## config.mk

```make
export PLATFORM = sky130hd
export DESIGN_NAME = ebc_bus_control
export DESIGN_NICKNAME = d
export VERILOG_FILES = /design/src/ebc_pkg.sv /design/src/ebc_bus_control.sv
export VERILOG_INCLUDE_DIRS = /design/src
export SDC_FILE = /design/constraint.sdc
export NUM_CORES = 1
export LEC_CHECK = 0
export ABC_AREA = 1
export CAP_MARGIN = 20
export CORE_ASPECT_RATIO = 0.5
export CORE_MARGIN = 5
export CORE_UTILIZATION = 50
export CTS_CLUSTER_DIAMETER = 40
export DETAILED_ROUTE_END_ITERATION = 16
export DONT_BUFFER_PORTS = 1
export MAX_ROUTING_LAYER = met4
export PLACE_DENSITY = 0.75
export REMOVE_ABC_BUFFERS = 1
export SYNTH_ARGS = -nofsm -noshare
export SYNTH_HDL_FRONTEND = slang
export SYNTH_SLANG_ARGS = --single-unit
```

## constraint.sdc

```tcl
create_clock -name clk_i -period 2.91 [get_ports clk_i]
set_input_delay 0.4365 -clock clk_i [delete_from_list [all_inputs] [get_ports clk_i]]
set_output_delay 0.4365 -clock clk_i [all_outputs]
set_load 0.01 [all_outputs]
```

## src/ebc_defs.svh

```systemverilog
/*
  Constants of the external bus control block: register offsets, field
  positions, reset values and counts.
  Assumes inclusion by bare name from the package and the design file.
*/
`ifndef EBC_DEFS_SVH
`define EBC_DEFS_SVH

`define EBC_ADDR_W 4
`define EBC_OFF_BUS_CTRL 4'h0
`define EBC_OFF_WAIT 4'h1
`define EBC_OFF_PLL 4'h2
`define EBC_OFF_STATUS 4'h3
`define EBC_CTRL_CONSECUTIVE_READ_SEL_BIT 0
`define EBC_CTRL_DIV_LSB 1
`define EBC_CTRL_RESET 16'h0004
`define EBC_DIV_NONE 2'h0
`define EBC_DIV_FOUR 2'h2
`define EBC_WAIT_RESET 16'h0000
`define EBC_PLL_RESET 16'h0004
`define EBC_READY_MIN_WAITS 3'h2
`define EBC_PLL_INT_MAX 4'hF
`define EBC_PLL_INT_MIN 4'h1

`endif

```

## src/ebc_pkg.sv

```systemverilog
/*
  Types of the external bus control block.
  Assumes ebc_defs.svh is on the include path.
*/
`default_nettype none
`include "ebc_defs.svh"

package ebc_pkg;

  typedef enum logic [1:0] {
    EBC_SP_DATA = 2'h0,
    EBC_SP_PROG = 2'h1,
    EBC_SP_IO = 2'h2
  } ebc_space_e;

  typedef struct packed {
    logic valid;
    logic write;
    ebc_space_e space;
  } ebc_req_s;

  // Bus-side strobes and selects, all active low, plus the read direction, high for a read.
  typedef struct packed {
    logic dir_read;
    logic mem_strobe_n;
    logic io_strobe_n;
    logic data_sel_n;
    logic prog_sel_n;
    logic io_sel_n;
    logic wait_complete_n;
  } ebc_bus_s;

  typedef enum logic [4:0] {
    EBC_IDLE = 5'h01,
    EBC_SWAIT = 5'h02,
    EBC_RWAIT = 5'h04,
    EBC_LAST = 5'h08,
    EBC_HOLD = 5'h10
  } ebc_state_e;

endpackage

`default_nettype wire

```

## src/ebc_bus_control.sv

```systemverilog
/*
  External bus control: software wait states, ready extension, direction,
  space selects and strobes, hold hand-over, output-off tri-state,
  read mode and clock output divider with PLL factor register.
  Assumes a single clock, inputs synchronous to it, and a register port
  whose read data appear one cycle after the read strobe.
*/
`default_nettype none
`include "ebc_defs.svh"

module ebc_bus_control (
  input wire logic clk_i,
  input wire logic reset_i,
  input wire logic [`EBC_ADDR_W-1:0] reg_addr_i,
  input wire logic [15:0] reg_wdata_i,
  input wire logic reg_write_i,
  input wire logic reg_read_i,
  output logic [15:0] reg_rdata_o,
  input wire ebc_pkg::ebc_req_s req_i,
  output logic req_done_o,
  output logic req_busy_o,
  input wire logic ready_i,
  input wire logic hold_req_n_i,
  input wire logic output_off_n_i,
  output ebc_pkg::ebc_bus_s bus_o,
  output logic ctrl_oe_o,
  output logic addr_data_oe_o,
  output logic bus_grant_out_n,
  output logic grant_oe_o,
  output logic machine_clock_out,
  output logic consecutive_read_o,
  output logic [3:0] pll_int_o,
  output logic [1:0] pll_frac_o
);

  localparam ebc_pkg::ebc_bus_s BUS_IDLE = '{1'b1, 1'b1, 1'b1, 1'b1, 1'b1, 1'b1, 1'b1};

  ebc_pkg::ebc_state_e state;
  ebc_pkg::ebc_state_e next_state;
  logic [15:0] bus_control_register;
  logic [15:0] wait_reg;
  logic [15:0] pll_reg;
  ebc_pkg::ebc_req_s cur;
  logic [2:0] wait_cnt;
  logic [2:0] waits;
  logic [1:0] div_cnt;
  logic clk_div;
  logic [1:0] machine_clock_out_divide_field;
  logic consecutive_read_sel;

  assign machine_clock_out_divide_field = bus_control_register[`EBC_CTRL_DIV_LSB +: 2];
  assign consecutive_read_sel = bus_control_register[`EBC_CTRL_CONSECUTIVE_READ_SEL_BIT];

  // Wait states per space: data [2:0], program [5:3], I/O [8:6].
  function automatic logic [2:0] waits_for(input logic [15:0] w, input ebc_pkg::ebc_space_e s);
    case (s)
      ebc_pkg::EBC_SP_PROG: waits_for = w[5:3];
      ebc_pkg::EBC_SP_IO: waits_for = w[8:6];
      default: waits_for = w[2:0];
    endcase
  endfunction

  // A zero integer falls back to a factor of one with the fraction cleared; otherwise the fraction is kept as written.
  function automatic logic [15:0] pll_legal(input logic [15:0] v);
    if (v[5:2] < `EBC_PLL_INT_MIN) begin
      pll_legal = {10'h000, `EBC_PLL_INT_MIN, 2'h0};
    end else begin
      pll_legal = {10'h000, v[5:0]};
    end
  endfunction

  assign waits = waits_for(wait_reg, cur.space);

  always_ff @(posedge clk_i or posedge reset_i) begin
    if (reset_i) begin
      bus_control_register <= `EBC_CTRL_RESET;
      wait_reg <= `EBC_WAIT_RESET;
      pll_reg <= `EBC_PLL_RESET;
    end else if (reg_write_i) begin
      case (reg_addr_i)
        `EBC_OFF_BUS_CTRL: bus_control_register <= {13'h0000, reg_wdata_i[2:0]};
        `EBC_OFF_WAIT: wait_reg <= {7'h00, reg_wdata_i[8:0]};
        `EBC_OFF_PLL: pll_reg <= pll_legal(reg_wdata_i);
        default: ;
      endcase
    end
  end

  always_ff @(posedge clk_i or posedge reset_i) begin
    if (reset_i) begin
      reg_rdata_o <= 16'h0000;
    end else if (reg_read_i) begin
      case (reg_addr_i)
        `EBC_OFF_BUS_CTRL: reg_rdata_o <= bus_control_register;
        `EBC_OFF_WAIT: reg_rdata_o <= wait_reg;
        `EBC_OFF_PLL: reg_rdata_o <= pll_reg;
        `EBC_OFF_STATUS: reg_rdata_o <= {11'h000, state};
        default: reg_rdata_o <= 16'h0000;
      endcase
    end else begin
      reg_rdata_o <= 16'h0000;
    end
  end

  always_comb begin
    next_state = state;
    case (state)
      ebc_pkg::EBC_IDLE: begin
        if (!hold_req_n_i) begin
          next_state = ebc_pkg::EBC_HOLD;
        end else if (req_i.valid) begin
          next_state = (waits_for(wait_reg, req_i.space) == 3'h0) ? ebc_pkg::EBC_LAST
                     : ebc_pkg::EBC_SWAIT;
        end
      end
      ebc_pkg::EBC_SWAIT: begin
        if (wait_cnt == 3'h1) begin
          // With two or more software waits, ready is first looked at on the edge that closes the last one.
          if (waits < `EBC_READY_MIN_WAITS || ready_i) begin
            next_state = ebc_pkg::EBC_LAST;
          end else begin
            next_state = ebc_pkg::EBC_RWAIT;
          end
        end
      end
      ebc_pkg::EBC_RWAIT: begin
        if (ready_i) begin
          next_state = ebc_pkg::EBC_LAST;
        end
      end
      ebc_pkg::EBC_LAST: next_state = ebc_pkg::EBC_IDLE;
      ebc_pkg::EBC_HOLD: begin
        if (hold_req_n_i) begin
          next_state = ebc_pkg::EBC_IDLE;
        end
      end
      default: next_state = ebc_pkg::EBC_IDLE;
    endcase
  end

  always_ff @(posedge clk_i or posedge reset_i) begin
    if (reset_i) begin
      state <= ebc_pkg::EBC_IDLE;
    end else begin
      state <= next_state;
    end
  end

  always_ff @(posedge clk_i or posedge reset_i) begin
    if (reset_i) begin
      cur <= '0;
      wait_cnt <= 3'h0;
    end else if (state == ebc_pkg::EBC_IDLE && next_state != ebc_pkg::EBC_HOLD) begin
      cur <= req_i;
      wait_cnt <= waits_for(wait_reg, req_i.space);
    end else if (state == ebc_pkg::EBC_SWAIT) begin
      wait_cnt <= wait_cnt - 3'h1;
    end
  end

  // Bus pins are registered; selects and strobes span the whole access.
  always_ff @(posedge clk_i or posedge reset_i) begin
    if (reset_i) begin
      bus_o <= BUS_IDLE;
    end else if (next_state == ebc_pkg::EBC_IDLE || next_state == ebc_pkg::EBC_HOLD) begin
      bus_o <= BUS_IDLE;
    end else begin
      bus_o <= BUS_IDLE;
      if (state == ebc_pkg::EBC_IDLE) begin
        bus_o.dir_read <= ~req_i.write;
        bus_o.io_strobe_n <= req_i.space != ebc_pkg::EBC_SP_IO;
        bus_o.mem_strobe_n <= req_i.space == ebc_pkg::EBC_SP_IO;
        bus_o.data_sel_n <= req_i.space != ebc_pkg::EBC_SP_DATA;
        bus_o.prog_sel_n <= req_i.space != ebc_pkg::EBC_SP_PROG;
        bus_o.io_sel_n <= req_i.space != ebc_pkg::EBC_SP_IO;
      end else begin
        bus_o <= bus_o;
        // A count of two means the next cycle is the final software wait.
        bus_o.wait_complete_n <= ~(state == ebc_pkg::EBC_SWAIT && wait_cnt == 3'h2);
      end
    end
  end

  always_ff @(posedge clk_i or posedge reset_i) begin
    if (reset_i) begin
      bus_grant_out_n <= 1'b1;
      ctrl_oe_o <= 1'b0;
      addr_data_oe_o <= 1'b0;
      grant_oe_o <= 1'b0;
    end else begin
      bus_grant_out_n <= next_state != ebc_pkg::EBC_HOLD;
      grant_oe_o <= output_off_n_i;
      ctrl_oe_o <= output_off_n_i && next_state != ebc_pkg::EBC_HOLD;
      addr_data_oe_o <= output_off_n_i && next_state != ebc_pkg::EBC_HOLD
                        && next_state != ebc_pkg::EBC_IDLE;
    end
  end

  always_ff @(posedge clk_i or posedge reset_i) begin
    if (reset_i) begin
      req_done_o <= 1'b0;
      req_busy_o <= 1'b0;
    end else begin
      req_done_o <= state == ebc_pkg::EBC_LAST;
      req_busy_o <= next_state != ebc_pkg::EBC_IDLE;
    end
  end

  always_ff @(posedge clk_i or posedge reset_i) begin
    if (reset_i) begin
      consecutive_read_o <= 1'b0;
      pll_int_o <= 4'h1;
      pll_frac_o <= 2'h0;
    end else begin
      consecutive_read_o <= consecutive_read_sel;
      pll_int_o <= pll_reg[5:2];
      pll_frac_o <= pll_reg[1:0];
    end
  end

  // Divide by two toggles every cycle; by four toggles every second cycle.
  always_ff @(posedge clk_i or posedge reset_i) begin
    if (reset_i) begin
      div_cnt <= 2'h0;
      clk_div <= 1'b0;
    end else begin
      div_cnt <= div_cnt + 2'h1;
      if (machine_clock_out_divide_field == `EBC_DIV_FOUR) begin
        clk_div <= div_cnt[0] ? ~clk_div : clk_div;
      end else begin
        clk_div <= ~clk_div;
      end
    end
  end

  // Undivided setting toggles the output flop every cycle, so it runs at half the clock rate.
  always_ff @(posedge clk_i or posedge reset_i) begin
    if (reset_i) begin
      machine_clock_out <= 1'b0;
    end else begin
      machine_clock_out <= (machine_clock_out_divide_field == `EBC_DIV_NONE) ? ~machine_clock_out
                           : clk_div;
    end
  end

  property p_ready_ignored;
    @(posedge clk_i) disable iff (reset_i)
      (state == ebc_pkg::EBC_SWAIT && wait_cnt == 3'h1 && waits < 3'h2)
      |=> state == ebc_pkg::EBC_LAST;
  endproperty
  a_ready_ignored: assert property (p_ready_ignored) else $error("ready used too early");

  property p_ready_ext;
    @(posedge clk_i) disable iff (reset_i)
      (state == ebc_pkg::EBC_RWAIT && !ready_i) |=> state == ebc_pkg::EBC_RWAIT;
  endproperty
  a_ready_ext: assert property (p_ready_ext) else $error("ready low not extended");

  property p_wait_rdy;
    @(posedge clk_i) disable iff (reset_i)
      (state == ebc_pkg::EBC_SWAIT && wait_cnt == 3'h1
       && waits >= `EBC_READY_MIN_WAITS && !ready_i) |=> state == ebc_pkg::EBC_RWAIT;
  endproperty
  a_wait_rdy: assert property (p_wait_rdy) else $error("ready low at last wait");

  property p_grant;
    @(posedge clk_i) disable iff (reset_i)
      (state == ebc_pkg::EBC_HOLD) |-> (!bus_grant_out_n && !addr_data_oe_o);
  endproperty
  a_grant: assert property (p_grant) else $error("hold grant wrong");

  property p_hold_ctrl;
    @(posedge clk_i) disable iff (reset_i)
      (state == ebc_pkg::EBC_HOLD) |-> !ctrl_oe_o;
  endproperty
  a_hold_ctrl: assert property (p_hold_ctrl) else $error("control driven in hold");

  property p_off;
    @(posedge clk_i) disable iff (reset_i)
      !output_off_n_i |=> (!ctrl_oe_o && !grant_oe_o);
  endproperty
  a_off: assert property (p_off) else $error("outputs driven with off low");

  property p_idle_dir;
    @(posedge clk_i) disable iff (reset_i)
      (state == ebc_pkg::EBC_IDLE) |-> (bus_o.dir_read && bus_o.io_strobe_n);
  endproperty
  a_idle_dir: assert property (p_idle_dir) else $error("idle pins not high");

  property p_io_mem;
    @(posedge clk_i) disable iff (reset_i)
      !(bus_o.io_strobe_n == 1'b0 && bus_o.mem_strobe_n == 1'b0);
  endproperty
  a_io_mem: assert property (p_io_mem) else $error("both strobes low");

  property p_wc;
    @(posedge clk_i) disable iff (reset_i)
      (bus_o.wait_complete_n == 1'b0)
      == (state == ebc_pkg::EBC_SWAIT && wait_cnt == 3'h1 && waits >= `EBC_READY_MIN_WAITS);
  endproperty
  a_wc: assert property (p_wc) else $error("wait complete misplaced");

endmodule

`default_nettype wire

```

* Word level (Yosys, flattened, before mapping)
Cells that the tools add are included.
** Word-level totals
- Register bits after elaboration :: 78
- Bits in latches :: 0
- Bits in writable memories :: 0
- Memory bits (read-only) :: 0
- Bits of input ports :: 31
- Memories kept :: 0
** Cells by class
- Add/sub/neg operators :: 2
- $mul :: 0
- Divide/modulo/power cells :: 0
- Magnitude comparators :: 2
- Eq/ne operators :: 22
- Shift operators :: 0
- Multiplexer cells :: 24
- Bitwise gates (word level) :: 4
- Reductions and logical operators :: 15
** Operators with widths (count)
- $pmux W16 S4 :: 1
- $mux W5 :: 5
- $pmux W5 S4 :: 1
- $mux W16 :: 1
- $mux W3 :: 5
- $mux W6 :: 2
- $pmux W3 S2 :: 2
- $eq A5 B1 Y1 const B :: 2
- $eq A5 B5 Y1 const B :: 2
- $eq A4 B2 Y1 const B :: 2
- $mux W4 :: 2
- $mux W7 :: 1
- $eq A2 B2 Y1 const B :: 3
- $reduce_and A2 Y1 :: 3
- $reduce_bool A2 Y1 :: 3
- $eq A5 B2 Y1 const B :: 1
- $eq A5 B3 Y1 const B :: 1
- $eq A5 B4 Y1 const B :: 1
- $ne A5 B1 Y1 const B :: 1
- $ne A5 B5 Y1 const B :: 1
- $eq A2 B1 Y1 const B :: 2
- $eq A4 B1 Y1 const B :: 1
- $logic_and A1 B1 Y1 :: 4
- $logic_not A4 Y1 :: 1
- 13 further kinds :: 21

* Logic depth before layout (Yosys ltp)
Gate-level depths: netlist (run 1).
- Word-level depth :: 13
- Mapped depth :: 10

* Least setup slack after synthesis (run 1)
No wires, ideal clock.
- Kind :: input-to-reg
- Start :: in req_i[0] (netlist name)
- End :: reg state[1]
- Setup time :: 0.117 ns
- Arrival :: 1.427 ns
- Data required time :: 2.793 ns
- Setup slack :: 1.366 ns
- Stages :: 7
- Path buffers :: 0
- Cell sequence :: inv_1 ha_1 or2_2 a21oi_1 nand2_1 nand2_1 nand2_1
** On the way
- Cells in the longest elaborated chain, start to end :: 10
- Elaborated cells between the ends (all ways) :: 11
- Classes of those cells :: eq/ne: 2; mux: 8; reduce/logical: 1
** Ends and longest elaborated chain
- start: declaration :: line ebc_bus_control.sv:19 : input wire ebc_pkg::ebc_req_s req_i,
- $eq A2 B2 Y1 or $eq A2 B1 Y1 (tied branches) :: line ebc_bus_control.sv:56 : case (s)
- $pmux W3 S2 * :: line ebc_bus_control.sv:56
- $mux W3 * :: line ebc_bus_control.sv:111 : end else if (req_i.valid) begin
- $mux W3 * :: line ebc_bus_control.sv:109 : if (!hold_req_n_i) begin
- $mux W3 * :: line ebc_bus_control.sv:107 : case (state)
- $logic_not A3 Y1 * :: line ebc_bus_control.sv:112 : next_state = (waits_for(wait_reg, req_i.space) == 3'h0) ? ebc_pkg::EBC_LAST
- $mux W4 * :: line ebc_bus_control.sv:112
- $mux W5 * :: line ebc_bus_control.sv:111
- $mux W5 * :: line ebc_bus_control.sv:109
- $pmux W5 S4 * :: line ebc_bus_control.sv:107
- named net next_state[1] :: line ebc_bus_control.sv:39 : ebc_pkg::ebc_state_e next_state;
- end signal: assignment :: line ebc_bus_control.sv:143 : state <= ebc_pkg::EBC_IDLE;
- end signal: assignment :: line ebc_bus_control.sv:145 : state <= next_state;
- end: declaration :: line ebc_bus_control.sv:38 : ebc_pkg::ebc_state_e state;
Mark *: on every way through the listed nets, which the timed path passes. The rest lies on a longest branch. The select of a mux whose other input is x is not followed.
A chain may end at the register's enable or synchronous reset.

* Final worst setup path (run 1)
- Start :: reg state[3]
- End :: reg wait_cnt[1]
** On the way
- Cells in the longest elaborated chain, start to end :: 6
- Elaborated cells between the ends (all ways) :: 14
- Classes of those cells :: eq/ne: 5; mux: 7; reduce/logical: 2
** Ends and longest elaborated chain
- $mux W5 :: line ebc_bus_control.sv:111
- $mux W5 :: line ebc_bus_control.sv:109
- $pmux W5 S4 :: line ebc_bus_control.sv:107
- $ne A5 B5 Y1 :: line ebc_bus_control.sv:153 : end else if (state == ebc_pkg::EBC_IDLE && next_state != ebc_pkg::EBC_HOLD) begin
- $logic_and A1 B1 Y1 :: line ebc_bus_control.sv:153
- $mux W3 or $reduce_bool A2 Y1 (tied branches)
- end signal: assignment :: line ebc_bus_control.sv:155 : wait_cnt <= waits_for(wait_reg, req_i.space);
- end signal: assignment :: line ebc_bus_control.sv:157 : wait_cnt <= wait_cnt - 3'h1;
- end: declaration :: line ebc_bus_control.sv:44 : logic [2:0] wait_cnt;
Several ways; a longest one is shown, not always the timed one.

==> results of run 1 <==
-- worst max-delay path by stage --
stage	end	slack (ns)
final	wait_cnt[1]$_DFFE_PP0P_	1.34
after global routing	addr_data_oe_o$_DFF_PP0_	1.19
after CTS	wait_cnt[1]$_DFFE_PP0P_	1.36
after detailed placement	state[1]$_DFF_PP0_	1.28
after global placement	state[1]$_DFF_PP0_	1.30
after floorplan	addr_data_oe_o$_DFF_PP0_	1.04
-- metal layers --
layer / vias to the layer above / global-route usage [%]
met4: 0 / 7.03
li1: 1008 / -
met1: 1001 / 23.9
met2: 63 / 27.3
met5: - / -
met3: 9 / 6.58
-- cell type report --
class | instances | area (um^2)
tap | 73 | 91.3
clock buffer | 10 | 138
clock inverter | 6 | 48.8
fill | 477 | 2420
timing repair buffer | 2 | 15.0
multi-input combinational | 216 | 1050
sequential | 59 | 1490
inverter | 43 | 161
-- metrics by stage --
step	std cells	area, um^2	total power, mW
6_report	409	3000	2.63
5_1_grt	409	3000	2.83
4_1_cts	409	3000	2.65
3_5_place_dp	393	2810	1.94
3_3_place_gp	393	2810	1.90
2_1_floorplan	318	2700	1.76
-- power by group through the flow --
| stage | combinational, mW | clock [mW] | sequential (mW) |
|---|---|---|---|
| floorplan | 0.553 | 0 | 1.21 |
| global route | 0.804 | 0.749 | 1.28 |
| global placement | 0.639 | 0 | 1.26 |
| CTS | 0.689 | 0.710 | 1.25 |
| detailed placement | 0.681 | 0 | 1.26 |
| finish | 0.685 | 0.692 | 1.25 |
-- Yosys cell counts (all sizes together) --
library cell / n
inv: 43
or2: 1
nor3: 6
conb: 1
nand3: 22
o21a: 1
nand2: 101
ha: 8
nor2: 32
o22ai: 1
dfstp: 11
xor2: 1
o21ai: 23
a21oi: 6
dfrtp: 48
buf: 10
nand4: 5
xnor2: 2
-- cell families after synthesis --
logic type / count (synthesis) / synth area share [%]
simple gates: 167 / 26.3
flops: 59 / 53.9
buf+inv: 53 / 8.83
compound gates: 31 / 6.29
fa+ha+maj: 8 / 3.62
xor+xnor: 3 / 0.951
other cells: 1 / 0.136
-- cell usage in the layout, fill, tap and decap left out, types with 2 or more instances in the layout --
cell type	instances
clkinvlp_4	3
conb_1	7
nand2_1	98
buf_4	2
dfrtp_1	48
inv_2	4
o21ai_0	12
clkinv_4	2
clkbuf_8	10
nor2_4	3
nand3_1	21
inv_1	39
a21oi_2	2
xnor2_1	2
nor2_1	28
o21ai_2	2
a21oi_1	4
nand4_1	5
ha_1	8
dfstp_2	11
nand2_2	3
nor3_1	5
o21ai_1	9
-- worst max-delay path, cell delays in order (launching register included) --
cell	delay (ns)
dfrtp_1	0.45
nor2_4	0.23
nand2_2	0.09
nor2_4	0.21
nand2_2	0.22
nand2_1	0.10
inv_1	0.05
nand2_1	0.05
nand2_1	0.05
==> impl_metrics.json, run 1 <==
{
  "status": "completed",
  "drv_slew": 0,
  "ff2ff_path_depth": 8,
  "comb_power_share_pct": 26.0,
  "max_clock_freq_mhz": 636,
  "root_buffer": "clkbuf_8",
  "wl_met3_um": 452,
  "wl_met1_um": 2720,
  "worstPathMaxFanout": 11,
  "cellPowerDensity_nw_per_um2": 878,
  "firstDrtPassIters": 4,
  "ctsHoldBuffers": 0,
  "seq_area_frac_synth_pct": 53.9,
  "crit_path_start": "state[3]$_DFF_PP0_",
  "clk_latency_ns": 0.35,
  "swShare_pct": 38.6,
  "finalSetupViolCount": 0,
  "hold_violations": 0,
  "dpl_worst_slack_ns": 1.28,
  "ir_drop_v": 0.000491,
  "diodes": 0,
  "holdWs_ns": 0.0612,
  "fin_ws_ns": 1.34,
  "min_period_ns": 1.57,
  "vias": 2081,
  "synth_area_leader_cell": "dfrtp_1",
  "antenna_found_initial": 0,
  "max_slew_margin_pct": 55.9,
  "post_cts_resized": 0,
  "reg2reg_to": "wait_cnt[1]$_DFFE_PP0P_",
  "initial_core_util_pct": 51.0,
  "netlist_top_cells_area": "dfrtp_1 (43%), nand2_1 (13%), dfstp_2 (10%)",
  "tightest_slew_ns": 0.661,
  "cts_setup_buffers": 0,
  "power_frac_clock_pct": 26.3,
  "cp-start-kind": "flip-flop",
  "die_width_um": 115,
  "viasPerCell": 5.09,
  "areaGrowthSynthToFinish_pct": 8.42,
  "ys_types": 28,
  "intPower_mw": 1.62,
  "htree_levels": 3,
  "grt_max_degree": 33,
  "dieArea_um2": 7210,
  "grt.overflow.total": 0,
  "syn_inst": 322,
  "setup_tns_ns": 0,
  "p_leak_nw": 1.55,
  "fp-row-count": 19,
  "die_y_um": 62.6,
  "path_class": "flip-flop to flip-flop",
  "cts_buffer_depth": 2,
  "numCtsBuffers": 9,
  "clk_pin_slew_ns": 0.07,
  "r2r-start": "state[3]$_DFF_PP0_",
  "hp-class": "input pin to async pin",
  "avgSynthCellArea_um2": 8.58,
  "grt_usage_pct": 18.7,
  "power.switching_mw": 1.01,
  "grt_pass1_vias": 2139,
  "pwr-share-seq_pct": 47.7,
  "end_kind": "flip-flop",
  "synth_top_area_share_pct": 43.5,
  "post-route-period-util_pct": 54.1,
  "port_buffers": 0,
  "nets": 370,
  "drt-initial-drc-count": 227,
  "gp_congestion": 0.862,
  "fin_util_pct": 55.3,
  "syn_area_um2": 2760,
  "core_area_um2": 5420,
  "wl_per_cell_um": 14.6,
  "wl_um": 5990,
  "wl_met2_um": 2720,
  "cts_tree": "yes",
  "required_ns": 3.14,
  "reg2reg_slack_ns": 1.34,
  "grt_pass1_wl_um": 10100,
  "clock_sinks": 59,
  "dp_hpwl_um": 4390,
  "dr.max_layer_used": "met4",
  "pin_count": 68,
  "drive_above_1_share_pct": 14.0,
  "drc_errors": 0,
  "rsz0062_at_grt": "no",
  "synth-warning-count": 0,
  "drtAntennaViolNets": 0,
  "synth_seq_cells": 59,
  "cap_violations": 0,
  "finalClockSkew_ns": 0.00751,
  "worstPathArrival_ns": 1.81
}
Power figures use the tool's default switching activity.
==> run 2: changes to the inputs <==
Settings changed: PLACE_DENSITY 0.75 to 0.78.
Clock period 2.91 ns to 1.4 ns, I/O delays scaled along.
==> run 2 against run 1 <==
  * Register-to-register slack worse by 1.3 ns
  * Largest power group unchanged
  * Clock skew rose by 0.0013 ns
  * First-iteration DRC count is 19% lower
  * Sequential cell count unchanged
  * Critical path depth is 1 lower
==> impl_metrics.json, run 2 (synthesis results as in run 1) <==
{
  "final_common_cell": "nand2_1",
  "layout_common_cells": "nand2_1 (96), dfrtp_1 (46), inv_1 (38)",
  "worstPathArrival_ns": 1.63,
  "drt-initial-drc-count": 185,
  "cap_violations": 0,
  "wl_met3_um": 430,
  "numCtsBuffers": 9,
  "max_clock_freq_mhz": 724,
  "required_ns": 1.65,
  "die_width_um": 115,
  "ir_drop_v": 0.00112,
  "cellPowerDensity_nw_per_um2": 1810,
  "cp_slowest_cell": "dfstp_2",
  "worstPathCellList": "inv_2 > nor2_1 > nand3_1 > nand2_2 > nor2_2 > nor2_4 > nand3_1",
  "wl_met1_um": 2750,
  "grt_usage_pct": 18.8,
  "finalClockSkew_ns": 0.00883,
  "firstDrtPassIters": 4,
  "root_buffer": "clkbuf_8",
  "drc_errors": 0,
  "cpMostUsedCell": "nand3_1",
  "areaGrowthSynthToFinish_pct": 15.2,
  "slowest_delay_ns": 0.59,
  "hold_violations": 0,
  "antenna_found_initial": 0,
  "hp-class": "input pin to flip-flop",
  "worstPathMaxFanout": 6,
  "fp-row-count": 19,
  "cp_top_family": "simple AND/OR/NAND/NOR gates",
  "end_kind": "flip-flop",
  "drive_above_1_share_pct": 19.5,
  "gp_congestion": 0.829,
  "dp_cells": 404,
  "clk_pin_slew_ns": 0.07,
  "crit_buf_inv": 1,
  "fin_util_pct": 58.7,
  "grt_pass1_wl_um": 10300,
  "cts_tree": "yes",
  "grt_pass1_vias": 2092,
  "dr.max_layer_used": "met4",
  "wl_um": 6070,
  "viasPerCell": 4.92,
  "cts_buffer_depth": 2,
  "htree_levels": 3,
  "p_leak_nw": 1.64,
  "clock_sinks": 59,
  "core_area_um2": 5420,
  "initial_core_util_pct": 51.0,
  "wl_met2_um": 2840,
  "dp_hpwl_um": 4370,
  "pin_count": 68,
  "cp-start-kind": "flip-flop",
  "drtAntennaViolNets": 0,
  "rsz0062_at_grt": "yes",
  "clk_latency_ns": 0.33,
  "die_y_um": 62.6,
  "drv_slew": 0,
  "dieArea_um2": 7210,
  "fillerInstances": 461,
  "finalSetupViolCount": 0,
  "status": "completed",
  "wl_per_cell_um": 14.2,
  "min_period_ns": 1.38,
  "diodes": 0,
  "fin_cells": 426,
  "grt.overflow.total": 0,
  "grt_max_degree": 60,
  "nets": 387,
  "post-route-period-util_pct": 98.7,
  "port_buffers": 0,
  "vias": 2098,
  "path_class": "flip-flop to flip-flop",
  "p_total_mw": 5.77
}
==> run 2: path summary, 6_finish.rpt <==
| kind | from | to | slack (ns) | depth (start not counted) |
|---|---|---|---|---|
| max | state[0]$_DFF_PP1_ | bus_o[2]$_DFFE_PP1P_ | 0.02 | 7 |
| min | reg_wdata_i[1] | pll_reg[1]$_DFFE_PP0P_ | 0.02 | 2 |
| max reg2reg | state[0]$_DFF_PP1_ | bus_o[2]$_DFFE_PP1P_ | 0.02 | 7 |
| min reg2reg | pll_reg[2]$_DFFE_PP1P_ | pll_int_o[0]$_DFF_PP1_ | 0.39 | 0 |
| max in group asynchronous | reset_i | pll_int_o[0]$_DFF_PP1_ | 0.71 | 3 |
| min in group asynchronous | reset_i | state[1]$_DFF_PP0_ | 0.39 | 3 |
==> run 2: stage by stage <==
step	hold slack (ns)	setup TNS (ns)	cell area (um^2)	worst slack (ns)
global route	0.00159	-0.205	3180	-0.0415
detailed placement	0.178	0	2910	0.0306
finish	0.0163	0	3180	0.0182
global placement	0.173	0	2910	0.0232
floorplan	0.241	-11.91	2700	-0.248
CTS	0.00206	0	3140	0.0259
==> run 2: final cells by class <==
type	count	area [um^2]	area share (%)
Clock buffer	10	138	4.32
Clock inverter	6	48.8	1.53
Inverter	43	161	5.07
Multi-Input combinational cell	216	1080	33.9
Sequential cell	59	1490	46.9
Tap cell	73	91.3	2.87
Timing Repair Buffer	19	171	5.39
==> run 2: what timing repair did <==
| action | 4_1_cts | 5_1_grt |
|---|---|---|
| setup endpoints to repair | 1 | 13 |
| pin swaps | 0 | 3 |
| hold buffers | 5 | 0 |
| gates cloned | 0 | 0 |
| endpoints found under the hold margin | 55 | 0 |
| gates resized for setup | 1 | 11 |
| setup buffers | 0 | 1 |
==> run 2: metal layers <==
metal,track usage (%),up-vias
met5,-,-
li1,-,1045
met4,4.39,0
met3,6.58,4
met2,28.8,74
met1,24.2,975
==> run 2: power breakdown <==
part           switching [mW]  internal [mW]
sequential              0.426           2.18
combinational            1.03          0.699
clock                   0.726          0.704
total                    2.19           3.58
